[config.mk]
export PLATFORM = sky130hd
export DESIGN_NAME = nirm_regs
export DESIGN_NICKNAME = d
export VERILOG_FILES = /design/src/nirm_ee_loader.v /design/src/nirm_regs.v /design/src/nirm_rom_xlate.v
export VERILOG_INCLUDE_DIRS = /design/src
export SDC_FILE = /design/constraint.sdc
export NUM_CORES = 1
export LEC_CHECK = 0
export CAP_MARGIN = 20
export CORE_MARGIN = 2
export CORE_UTILIZATION = 30
export CTS_CLUSTER_DIAMETER = 60
export DETAILED_ROUTE_END_ITERATION = 10
export DONT_BUFFER_PORTS = 1
export PLACE_DENSITY = 0.56
export SETUP_SLACK_MARGIN = 0.02
export SYNTH_ARGS = -nofsm -noshare
export SYNTH_HDL_FRONTEND = slang
export SYNTH_SLANG_ARGS = --single-unit
[constraint.sdc]
create_clock -name mclk_i -period 3.8 [get_ports mclk_i]
set_clock_uncertainty 0.2 [all_clocks]
set_input_delay 0.38 -clock mclk_i [delete_from_list [all_inputs] [get_ports mclk_i]]
set_output_delay 0.38 -clock mclk_i [all_outputs]
set_load 0.01 [all_outputs]
[src/nirm_map.vh]
// Register offsets, field positions, reset values and timing counts for the
// node identifier, configuration ROM mapping and posted write capture block.
// Assumes inclusion by bare name from the design files of this block.
`ifndef NIRM_MAP_VH
`define NIRM_MAP_VH

// Byte offsets of the registers on the plain register port.
`define NIRM_OFS_UID_UPPER 8'h24
`define NIRM_OFS_UID_LOWER 8'h28
`define NIRM_OFS_ROM_BASE 8'h34
`define NIRM_OFS_FAIL_LOW 8'h38
`define NIRM_OFS_FAIL_HIGH 8'h3c
`define NIRM_OFS_IRQ_STATUS 8'h60
`define NIRM_OFS_IRQ_CLEAR 8'h64
`define NIRM_OFS_IRQ_ENABLE 8'h68
`define NIRM_OFS_LOAD_STATUS 8'h6c

// Reset values.
`define NIRM_RST_UID 32'h0000_0000
`define NIRM_RST_ROM_BASE 32'h0000_0000
`define NIRM_RST_CAPTURE 32'h0000_0000

// Field positions.
`define NIRM_ROM_BASE_LSB 10
`define NIRM_ROM_OFS_BITS 10
`define NIRM_SRC_LSB 16
`define NIRM_IRQ_BITS 2
`define NIRM_IRQ_FAIL 0
`define NIRM_IRQ_LOADED 1

// Configuration ROM window in the 48-bit 1394 offset space.
`define NIRM_ROM_WIN_LO 48'hFFFF_F000_0400
`define NIRM_ROM_WIN_HI 48'hFFFF_F000_07FF

// Serial EEPROM bit time in nanoseconds and the clock period.
`define NIRM_EE_BIT_NS 10000
`define NIRM_CLK_NS 40
`define NIRM_EE_BIT_CYC ((`NIRM_EE_BIT_NS + `NIRM_CLK_NS - 1) / `NIRM_CLK_NS)

`endif

[src/nirm_ee_loader.v]
// Serial EEPROM reader that shifts in the 64-bit node identifier.
// Assumes a simple clocked serial part: one bit sampled per divided clock.
`timescale 1ns/10ps
`default_nettype none
`include "nirm_map.vh"

module nirm_ee_loader #(
  parameter BIT_CYC = `NIRM_EE_BIT_CYC,
  parameter NBITS = 64
) (
  input wire mclk_i,
  input wire resetn_i,
  input wire start_i,
  input wire ee_data_i,
  output reg ee_clk_o,
  output reg ee_sel_o,
  output reg [NBITS-1:0] word_o,
  output reg done_o
);

  reg [15:0] div_r;
  reg [6:0] cnt_r;
  reg busy_r;

  // One bit per bit time: clock high in the second half, sample at the end.
  always @(posedge mclk_i or negedge resetn_i)
  begin
    if (!resetn_i)
    begin
      div_r <= 16'h0000;
      cnt_r <= 7'h00;
      busy_r <= 1'b0;
      ee_clk_o <= 1'b0;
      ee_sel_o <= 1'b0;
      word_o <= {NBITS{1'b0}};
      done_o <= 1'b0;
    end
    else
    begin
      done_o <= 1'b0;
      if (start_i && !busy_r)
      begin
        busy_r <= 1'b1;
        ee_sel_o <= 1'b1;
        div_r <= 16'h0000;
        cnt_r <= 7'h00;
      end
      else if (busy_r)
      begin
        ee_clk_o <= (div_r >= BIT_CYC / 2);
        if (div_r == BIT_CYC - 1)
        begin
          div_r <= 16'h0000;
          word_o <= {word_o[NBITS-2:0], ee_data_i};
          cnt_r <= cnt_r + 7'h01;
          if (cnt_r == NBITS - 1)
          begin
            busy_r <= 1'b0;
            ee_sel_o <= 1'b0;
            ee_clk_o <= 1'b0;
            done_o <= 1'b1;
          end
        end
        else
          div_r <= div_r + 16'h0001;
      end
    end
  end

endmodule // nirm_ee_loader
`default_nettype wire

[src/nirm_regs.v]
// Top register bank of the node identifier block.
// Assumes a plain register port with one-cycle strobes and read data one
// cycle after the read strobe; all inputs synchronous to mclk_i.
//
// Our own choice: the plain strobed port.
`timescale 1ns/10ps
`default_nettype none
`include "nirm_map.vh"

module nirm_regs #(
  parameter EE_BIT_CYC = `NIRM_EE_BIT_CYC
) (
  input wire mclk_i,
  input wire resetn_i,
  input wire bus_resetn_i,
  input wire ee_present_i,
  input wire ee_data_i,
  input wire [7:0] addr_i,
  input wire [31:0] wdata_i,
  input wire wr_i,
  input wire rd_i,
  input wire rom_req_i,
  input wire [47:0] rom_offset_i,
  input wire post_fail_i,
  input wire [15:0] post_src_i,
  input wire [47:0] post_offset_i,
  output reg [31:0] rdata_o,
  output reg ee_clk_o,
  output reg ee_sel_o,
  output reg rom_hit_o,
  output reg rom_miss_o,
  output reg [31:0] rom_addr_o,
  output reg irq_o
);

  reg [31:0] uid_upper_r;
  reg [31:0] uid_lower_r;
  reg [31:0] rom_base_r;
  reg [31:0] fail_low_r;
  reg [31:0] fail_high_r;
  reg [`NIRM_IRQ_BITS-1:0] irq_stat_r;
  reg [`NIRM_IRQ_BITS-1:0] irq_en_r;
  reg [`NIRM_IRQ_BITS-1:0] irq_stat_nxt;
  reg bus_rst_d_r;
  reg load_req_r;
  reg loaded_r;
  reg [31:0] rdata_nxt;
  wire [63:0] ee_word;
  wire ee_done;
  wire ee_clk;
  wire ee_sel;
  wire x_hit;
  wire x_miss;
  wire [31:0] x_addr;

  // Address decode for the write paths; the read mux decodes with its own case.
  function is_at;
    input [7:0] a;
    input [7:0] ofs;
    begin
      is_at = (a == ofs);
    end
  endfunction

  nirm_ee_loader #(
    .BIT_CYC(EE_BIT_CYC),
    .NBITS(64)
  ) u_loader (
    .mclk_i(mclk_i),
    .resetn_i(resetn_i),
    .start_i(load_req_r),
    .ee_data_i(ee_data_i),
    .ee_clk_o(ee_clk),
    .ee_sel_o(ee_sel),
    .word_o(ee_word),
    .done_o(ee_done)
  );

  nirm_rom_xlate u_xlate (
    .mclk_i(mclk_i),
    .resetn_i(resetn_i),
    .req_i(rom_req_i),
    .offset_i(rom_offset_i),
    .base_i(rom_base_r),
    .hit_o(x_hit),
    .miss_o(x_miss),
    .addr_o(x_addr)
  );

  // A load starts on the release of the bus reset, only with an EEPROM.
  always @(posedge mclk_i or negedge resetn_i)
  begin
    if (!resetn_i)
    begin
      bus_rst_d_r <= 1'b0;
      load_req_r <= 1'b0;
    end
    else
    begin
      bus_rst_d_r <= bus_resetn_i;
      load_req_r <= bus_resetn_i && !bus_rst_d_r && ee_present_i;
    end
  end

  // Identifier quadlets: zero on hardware reset, software cannot write.
  always @(posedge mclk_i or negedge resetn_i)
  begin
    if (!resetn_i)
    begin
      uid_upper_r <= `NIRM_RST_UID;
      uid_lower_r <= `NIRM_RST_UID;
      loaded_r <= 1'b0;
    end
    else if (ee_done)
    begin
      uid_upper_r <= ee_word[63:32];
      uid_lower_r <= ee_word[31:0];
      loaded_r <= 1'b1;
    end
  end

  // ROM base: low ten bits are held at zero so writes there are lost.
  always @(posedge mclk_i or negedge resetn_i)
  begin
    if (!resetn_i)
      rom_base_r <= `NIRM_RST_ROM_BASE;
    else if (wr_i && is_at(addr_i, `NIRM_OFS_ROM_BASE))
      rom_base_r <= {wdata_i[31:`NIRM_ROM_BASE_LSB],
        {`NIRM_ROM_BASE_LSB{1'b0}}};
  end

  // Both capture words load in the same cycle as the failure strobe.
  // Reset is documented as undefined; zero is given for clean simulation.
  always @(posedge mclk_i or negedge resetn_i)
  begin
    if (!resetn_i)
    begin
      fail_low_r <= `NIRM_RST_CAPTURE;
      fail_high_r <= `NIRM_RST_CAPTURE;
    end
    else if (post_fail_i)
    begin
      fail_low_r <= post_offset_i[31:0];
      fail_high_r <= {post_src_i, post_offset_i[47:32]};
    end
  end

  // Sticky events; a new event wins over a clear in the same cycle.
  always @*
  begin
    irq_stat_nxt = irq_stat_r;
    if (wr_i && is_at(addr_i, `NIRM_OFS_IRQ_CLEAR))
      irq_stat_nxt = irq_stat_nxt & ~wdata_i[`NIRM_IRQ_BITS-1:0];
    if (post_fail_i)
      irq_stat_nxt[`NIRM_IRQ_FAIL] = 1'b1;
    if (ee_done)
      irq_stat_nxt[`NIRM_IRQ_LOADED] = 1'b1;
  end

  always @(posedge mclk_i or negedge resetn_i)
  begin
    if (!resetn_i)
    begin
      irq_stat_r <= {`NIRM_IRQ_BITS{1'b0}};
      irq_en_r <= {`NIRM_IRQ_BITS{1'b0}};
    end
    else
    begin
      irq_stat_r <= irq_stat_nxt;
      if (wr_i && is_at(addr_i, `NIRM_OFS_IRQ_ENABLE))
        irq_en_r <= wdata_i[`NIRM_IRQ_BITS-1:0];
    end
  end

  // Read mux; unmapped and write-only offsets read as zero.
  always @*
  begin
    rdata_nxt = 32'h0000_0000;
    case (addr_i)
      `NIRM_OFS_UID_UPPER: rdata_nxt = uid_upper_r;
      `NIRM_OFS_UID_LOWER: rdata_nxt = uid_lower_r;
      `NIRM_OFS_ROM_BASE: rdata_nxt = {rom_base_r[31:`NIRM_ROM_BASE_LSB],
        {`NIRM_ROM_BASE_LSB{1'b0}}};
      `NIRM_OFS_FAIL_LOW: rdata_nxt = fail_low_r;
      `NIRM_OFS_FAIL_HIGH: rdata_nxt = fail_high_r;
      `NIRM_OFS_IRQ_STATUS: rdata_nxt = {30'h0000_0000, irq_stat_r};
      `NIRM_OFS_IRQ_ENABLE: rdata_nxt = {30'h0000_0000, irq_en_r};
      `NIRM_OFS_LOAD_STATUS: rdata_nxt = {31'h0000_0000, loaded_r};
      default: rdata_nxt = 32'h0000_0000;
    endcase
  end

  // Outputs are registered; read data stands only in the cycle after rd_i.
  always @(posedge mclk_i or negedge resetn_i)
  begin
    if (!resetn_i)
    begin
      rdata_o <= 32'h0000_0000;
      ee_clk_o <= 1'b0;
      ee_sel_o <= 1'b0;
      rom_hit_o <= 1'b0;
      rom_miss_o <= 1'b0;
      rom_addr_o <= 32'h0000_0000;
      irq_o <= 1'b0;
    end
    else
    begin
      rdata_o <= rd_i ? rdata_nxt : 32'h0000_0000;
      ee_clk_o <= ee_clk;
      ee_sel_o <= ee_sel;
      rom_hit_o <= x_hit;
      rom_miss_o <= x_miss;
      rom_addr_o <= x_addr;
      irq_o <= |(irq_stat_nxt & irq_en_r);
    end
  end

endmodule // nirm_regs
`default_nettype wire

[src/nirm_rom_xlate.v]
// Translates a configuration ROM quadlet read offset to a host address.
// Assumes the request strobe is one cycle long and synchronous to mclk_i.
`timescale 1ns/10ps
`default_nettype none
`include "nirm_map.vh"

module nirm_rom_xlate (
  input wire mclk_i,
  input wire resetn_i,
  input wire req_i,
  input wire [47:0] offset_i,
  input wire [31:0] base_i,
  output reg hit_o,
  output reg miss_o,
  output reg [31:0] addr_o
);

  wire in_win;

  // Only offsets inside the ROM window are redirected to host memory.
  assign in_win = (offset_i >= `NIRM_ROM_WIN_LO) &&
    (offset_i <= `NIRM_ROM_WIN_HI);

  // The base is 1 KB aligned, so adding the ten low bits never carries.
  always @(posedge mclk_i or negedge resetn_i)
  begin
    if (!resetn_i)
    begin
      hit_o <= 1'b0;
      miss_o <= 1'b0;
      addr_o <= 32'h0000_0000;
    end
    else
    begin
      hit_o <= req_i && in_win;
      miss_o <= req_i && !in_win;
      if (req_i && in_win)
        addr_o <= base_i + {22'h00_0000, offset_i[9:0]};
    end
  end

endmodule // nirm_rom_xlate
`default_nettype wire

==> results.md, run 1 <==
* RR Startpoint: u_loader.div_r[1]$_DFFE_PN0P_
* Unrepaired setup endpoints after global routing: no
* Top achievable clock speed at 359 MHz
* CP max stage cell: dlygate4sd3_1
* Setup TNS at 0 ns
* Failing checks: hold timing
* Post-DP HPWL at 20.3 mm
* Grt total ovfl at 0
* First-pass GRT wire length at 55.7 mm
* Final Instance Area at 17900 sq um
* Fin cells at 1787
* # port buffers at 0
* Register area share after synthesis at 62.2%
* Cells after synthesis at 976
* Max_cap viols at 0
* Static Leak at 8.08 nW
* Slew Limit Fails at 0
* Synth cell types at 57
* PwrDens at 481 nW/um^2
* Initial Util at 30.4%
* Clock Tree Root: clkbuf_16
* Remaining DRCs at 0
* Cell Chain, Critical Path: dlygate4sd3_1 -> nand2_1 -> dlygate4sd3_1 -> nor2_1 -> dlygate4sd3_1 -> and4_1 -> dlygate4sd3_1
* Area leader, netlist: dfrtp_1
* R2R depth at 7
* Hold-fix buffers, CTS at 176
* Routed len/inst at 19.3 um
* HP Class: in -> async
* Skew-Pair Late Insertion Delay at 0.57 ns
* Slew @ Worst Pin at 0.937 ns
* Most common cell in the netlist: dfrtp_1
* Row count at 79
* Worst slack, placed at 1.24 ns
* Final setup fails at 0
* Mapped Nets at 1141
* Crit path largest cell delay at 0.60 ns
* Ports at 230
* Mapped Area at 14100 sq um
* Core area at 46600 sq um
* CP Buf/Inv Count at 4
* WP data arrival at 3.09 ns
* Peak supply drop at 391 uV
* TritonRoute pass-1 iters at 6
* Worst slew margin at 37.5%
* CP max FO at 3
* YS warnings at 0
* Top cells by area, synth: dfrtp_1, mux2_2, a22oi_1, a222oi_1, o22ai_1
* WL final at 34.5 mm
* TritonCTS clock tree: yes
* Final GP Congestion at 0.782
* Clock slew at reported path FFs at 0.06 ns
* Nets at 1313
* CP Class: in -> reg
* Post-CTS Setup Bufs at 0
* FILL cells at 4377
* Period utilisation layout at 73.3%
* Critical path launch point type: primary input
* Share of post-route cells with drive strength above 1 at 29.3%
* CP required at 4.10 ns
* Routed via count at 8861
* Die W at 221 um
* Clock Sinks at 351
* Outcome: complete, but fails checks
* Worst hold slack at -0.688 ns
* Crit-path leading delay family: buffers and inverters
* Cts bufs inserted at 43
* Terminus of the critical flop-to-flop path: u_loader.word_o[30]$_DFFE_PN0P_
* Die Ht at 221 um
* Total die area at 48900 sq um
* Yosys top cell area share at 62.2%
* DR iter-0 viols at 582
* Htree depth at 2
* Commonest cells post-synth: dfrtp_1, mux2_2, a22oi_1
* Vias in the first global route at 9636
* Drt via density at 4.96
* CTS max path bufs at 3
* CTS resizes at 0
* Mean Syn Cell Area at 14.5 sq um
* Seq cells post-synth at 351
* Async S/R FF share, synth at 100%
* Post-synth EDFFs at 0
* Gr usage total at 14.4%
* Post-DP Area at 14700 sq um
* Util after Layout at 38.5%
* Top FF cell, synth: dfrtp_1
* Largest net degree at the start of global routing at 352
* Final ANT Viol Nets at 0
* R2R Setup Slk at 1.19 ns
* Setup crit end kind: flip-flop
* Initial antenna violation count at 2
* Hold Vio Cnt, Final at 351
* Most frequent CP cell: dlygate4sd3_1
* Period minus WS final at 2.79 ns
* Placed Instances at 1534
* Final worst slack at 1.01 ns
* P&R area growth vs syn at 26.8%
cell families after synthesis:
logic type      share of synthesized area [%]
buf+inv                                  2.61
xor+xnor                                0.310
flops                                    62.2
compound gates                           7.52
mux                                      20.2
simple gates                             6.85
fa+ha+maj                               0.354
sequential cells by signal, indices dropped and copies added (netlist names), 2 cells and up:
signal and count:
u_loader.word_o 64, fail_high_r 32, fail_low_r 32, rdata_o 32
rom_addr_o 32, u_xlate.addr_o 32, uid_lower_r 32, uid_upper_r 32
rom_base_r 22, u_loader.div_r 16, u_loader.cnt_r 7, irq_en_r 2
irq_stat_r 2
worst max path at each step:
stage	startpoint	end	slack [ns]	cells past startpoint
floorplan	u_loader.div_r[1]$_DFFE_PN0P_	u_loader.word_o[58]$_DFFE_PN0P_	1.69	9
global placement	u_loader.div_r[1]$_DFFE_PN0P_	u_loader.word_o[49]$_DFFE_PN0P_	1.28	7
detailed placement	u_loader.div_r[1]$_DFFE_PN0P_	u_loader.word_o[53]$_DFFE_PN0P_	1.24	7
CTS	rom_offset_i[43]	u_xlate.hit_o$_DFF_PN0_	1.05	7
global route	rom_offset_i[43]	u_xlate.hit_o$_DFF_PN0_	0.94	7
finish	rom_offset_i[43]	u_xlate.hit_o$_DFF_PN0_	1.01	7
layer usage:
layer  vias up  part of all wire, %  GRT usage (%)
met1      4545                   44           19.0
met4         2                  3.0           5.67
met2       279                   46           22.7
met3        67                  6.2           3.52
met5         -                0.038              0
li1       3968                    -              -
layout by cell type (no fill, tap or decap), types with 4 or more instances in the layout:
master / n
a21o_1: 4
a21oi_1: 6
a222oi_1: 22
a22oi_1: 41
a31oi_1: 9
and2_1: 32
and4_1: 5
buf_4: 6
bufinv_16: 4
clkbuf_1: 5
clkbuf_16: 43
clkbuf_8: 6
clkinv_2: 5
dfrtp_1: 350
dlygate4sd3_1: 176
ha_1: 4
inv_1: 11
mux2_2: 242
mux2_4: 5
nand2_1: 17
nand3_1: 12
nand4_1: 12
nor2_1: 24
nor2b_1: 5
nor3_1: 6
nor4_1: 8
o211ai_1: 4
o21a_1: 4
o21ai_0: 14
o22ai_1: 33
xnor2_1: 4
where the power goes:
part	internal (mW)	leakage (nW)	switching, mW	total, mW
Clock	2.51	0.714	1.68	4.19
Combinational	0.301	2.64	0.174	0.475
Sequential	3.86	4.72	0.100	3.96
Total	6.67	8.08	1.96	8.62
metrics by stage:
stage	hold WS, ns	power [mW]
detailed placement	-0.109	4.30
CTS	-0.734	8.76
floorplan	-0.116	4.23
global placement	-0.109	4.29
finish	-0.688	8.62
global route	-0.724	8.97
area by class of cell:
type,count,area [sq um],share of cell area (%)
diodes,1,2.50,0.0140
clock buffers,54,1180,6.57
clock inverters,22,288,1.61
inverters,11,41.3,0.230
multi-input cells,556,5000,27.9
flip-flops and latches,351,8780,49.0
well taps,607,759,4.24
repair buffers,185,1870,10.4
Power figures use the tool's default switching activity.
==> run 2: changes to the inputs <==
--- a/config.mk
+++ b/config.mk
@@ -12,7 +12,7 @@
 export CTS_CLUSTER_DIAMETER = 60
 export DETAILED_ROUTE_END_ITERATION = 10
 export DONT_BUFFER_PORTS = 1
-export PLACE_DENSITY = 0.56
+export PLACE_DENSITY = 0.57
 export SETUP_SLACK_MARGIN = 0.02
 export SYNTH_ARGS = -nofsm -noshare
 export SYNTH_HDL_FRONTEND = slang
==> constraint.sdc (replaced) <==
create_clock -name mclk_i -period 2.25 [get_ports mclk_i]
set_clock_uncertainty 0.2 [all_clocks]
set_input_delay 0.225 -clock mclk_i [delete_from_list [all_inputs] [get_ports mclk_i]]
set_output_delay 0.225 -clock mclk_i [all_outputs]
set_load 0.01 [all_outputs]
==> run 2 against run 1 <==
The run still ends with hold timing left. First-iteration DRC count increased by 8.1%. Cell count up 3.1%. Power increased by 69%. Routed wire length increased by 4.8%. Hold slack got worse by 0.17 ns. Register-to-register slack worse by 1.1 ns. Sequential share of layout area decreased by 1.6 points. Global-route usage increased by 0.33 points. Utilization increased by 1.3 points. Via count increased by 3.1%. Critical path depth shrank 2.
==> results.md, run 2 (same netlist as run 1, synthesis figures left out) <==
* Combinational share of power at 6.3%
* Initial Util at 30.4%
* Slew Limit Fails at 0
* Routed len/inst at 19.6 um
* Htree depth at 2
* Worst hold slack at -0.854 ns
* Core area at 46600 sq um
* Unrepaired setup endpoints after global routing: yes
* Outcome: complete, but fails checks
* CP Class: reg -> reg
* Routed via count at 9137
* TritonRoute pass-1 iters at 5
* Setup TNS at 0 ns
* Multi-input gate area at 5000 sq um
* Remaining DRCs at 0
* WL final at 36.2 mm
* CTS max path bufs at 3
* R2R depth at 5
* Die Ht at 221 um
* First-pass GRT wire length at 56.8 mm
* Period minus WS final at 2.13 ns
* Max reg flops at 64
* Hold Vio Cnt, Final at 351
* Nets at 1370
* CP max FO at 32
* P&R area growth vs syn at 31.1%
* Share of post-route cells with drive strength above 1 at 30.0%
* Clock Tree Root: clkbuf_16
* M2 GR Usage at 23.6%
* Sequential cell area at 8790 sq um
* Total die area at 48900 sq um
* GR peak layer: met2
* Die W at 221 um
* HP Class: in -> async
* Final ANT Viol Nets at 0
* Clock slew at reported path FFs at 0.06 ns
* Top achievable clock speed at 469 MHz
* Static Leak at 8.36 nW
* Drt via density at 4.96
* Period utilisation layout at 94.7%
* NetSw at 3.34 mW
* Largest net degree at the start of global routing at 352
* Row count at 79
* Final setup fails at 0
* Failing checks: hold timing
* Critical path launch point type: flip-flop
* Clock Sinks at 351
* Post-DP HPWL at 21.4 mm
* Vias in the first global route at 9812
* GRT met3 Usage at 3.36%
* DR iter-0 viols at 629
* WP data arrival at 2.39 ns
* FILL cells at 4286
* RR Startpoint: u_loader.div_r[10]$_DFFE_PN0P_
* Max_cap viols at 0
* Setup crit start: u_loader.div_r[10]$_DFFE_PN0P_
* TritonCTS clock tree: yes
* Peak supply drop at 701 uV
* Reg with most FFs: u_loader.word_o
* Sequential power share at 45.7%
* Ports at 230
* Skew-Pair Late Insertion Delay at 0.58 ns
* Setup crit end kind: flip-flop
* Initial antenna violation count at 2
* Final GP Congestion at 0.769
* Post-DP Area at 14900 sq um
* PwrDens at 788 nW/um^2
* Most frequent cells in the layout: dfrtp_1, mux2_2, dlygate4sd3_1
* Final Instance Area at 18500 sq um
* Slew @ Worst Pin at 0.696 ns
* Clock power frac at 48.0%
* Most common cell after layout, fill and taps aside: dfrtp_1
* Cts bufs inserted at 45
* Switching share of power at 22.9%
* Grt total ovfl at 0
* Gr usage total at 14.7%
* Met1 GRT Util at 19.3%
* Worst slew margin at 53.2%
* Cell Int Power at 11.3 mW
* # port buffers at 0
* CP required at 2.51 ns
-- run 2: cell count changes in the layout (fill, tap and decap cells not counted), moves of 3 or more --
| cell | delta |
|---|---|
| dlygate4sd3_1 | +31 |
| buf_4 | +16 |
| buf_12 | +7 |
| clkbuf_1 | +4 |
| clkbuf_16 | +3 |
-- run 2: area by class of cell --
type                    count  share of cell area (%)
multi-input cells         556                    27.0
well taps                 607                    4.10
clock buffers              60                    6.71
repair buffers            240                    13.3
diodes                      1                  0.0135
clock inverters            17                    1.21
inverters                  11                   0.223
flip-flops and latches    351                    47.4
-- run 2: stage by stage --
| step | hold slack (ns) | worst slack (ns) | cells | total power, mW | util [%] |
|---|---|---|---|---|---|
| floorplan | -0.271 | 0.141 | 976 | 7.15 | - |
| global placement | -0.263 | 0.136 | 1556 | 7.30 | 32.1 |
| detailed placement | -0.264 | 0.0808 | 1556 | 7.31 | 32.1 |
| CTS | -0.899 | 0.0702 | 1832 | 14.8 | 39.5 |
| global route | -0.890 | 0.0112 | 1843 | 15.2 | 39.8 |
| finish | -0.854 | 0.119 | 1843 | 14.6 | 39.8 |
-- run 2: path summary, 6_finish.rpt --
check,endpoint,slack (ns)
max in group asynchronous,u_loader.done_o$_DFF_PN0_,2.10
worst min-delay path,u_xlate.addr_o[9]$_DFFE_PN0P_,-0.85
min in group mclk_i,u_xlate.addr_o[27]$_DFFE_PN0P_,0.02
worst min register to register,rom_addr_o[12]$_DFF_PN0_,0.16
worst max register to register,u_loader.word_o[48]$_DFFE_PN0P_,0.12
worst max-delay path,u_loader.word_o[48]$_DFFE_PN0P_,0.12
-- run 2: worst max-delay path: stages, from the launching register on --
cell	delay, ns
dfrtp_2	0.45
nor4_4	0.37
nand2_2	0.17
nor2_8	0.21
buf_12	0.24
mux2_2	0.36
-- run 2: power groups by stage --
| stage | Sequential (mW) | Combinational [mW] | Clock [mW] |
|---|---|---|---|
| final | 6.67 | 0.922 | 7.00 |
| after detailed placement | 6.78 | 0.536 | 0 |
| after global routing | 6.70 | 1.01 | 7.48 |
| after floorplan | 6.74 | 0.404 | 0 |
| after global placement | 6.77 | 0.521 | 0 |
| after CTS | 6.66 | 0.893 | 7.22 |
-- run 2: layer usage --
metal  vias up  part of all wire (%)
li1       4076                     -
met4         2                   3.0
met2       299                    47
met3        73                   6.0
met1      4687                    44
met5         -                 0.033
-- run 2: timing repair --
action,CTS,global route
hold endpoints to repair,511,355
setup buffers,0,1
setup endpoints to repair,0,65
gates resized for setup,0,3
hold buffers,199,9
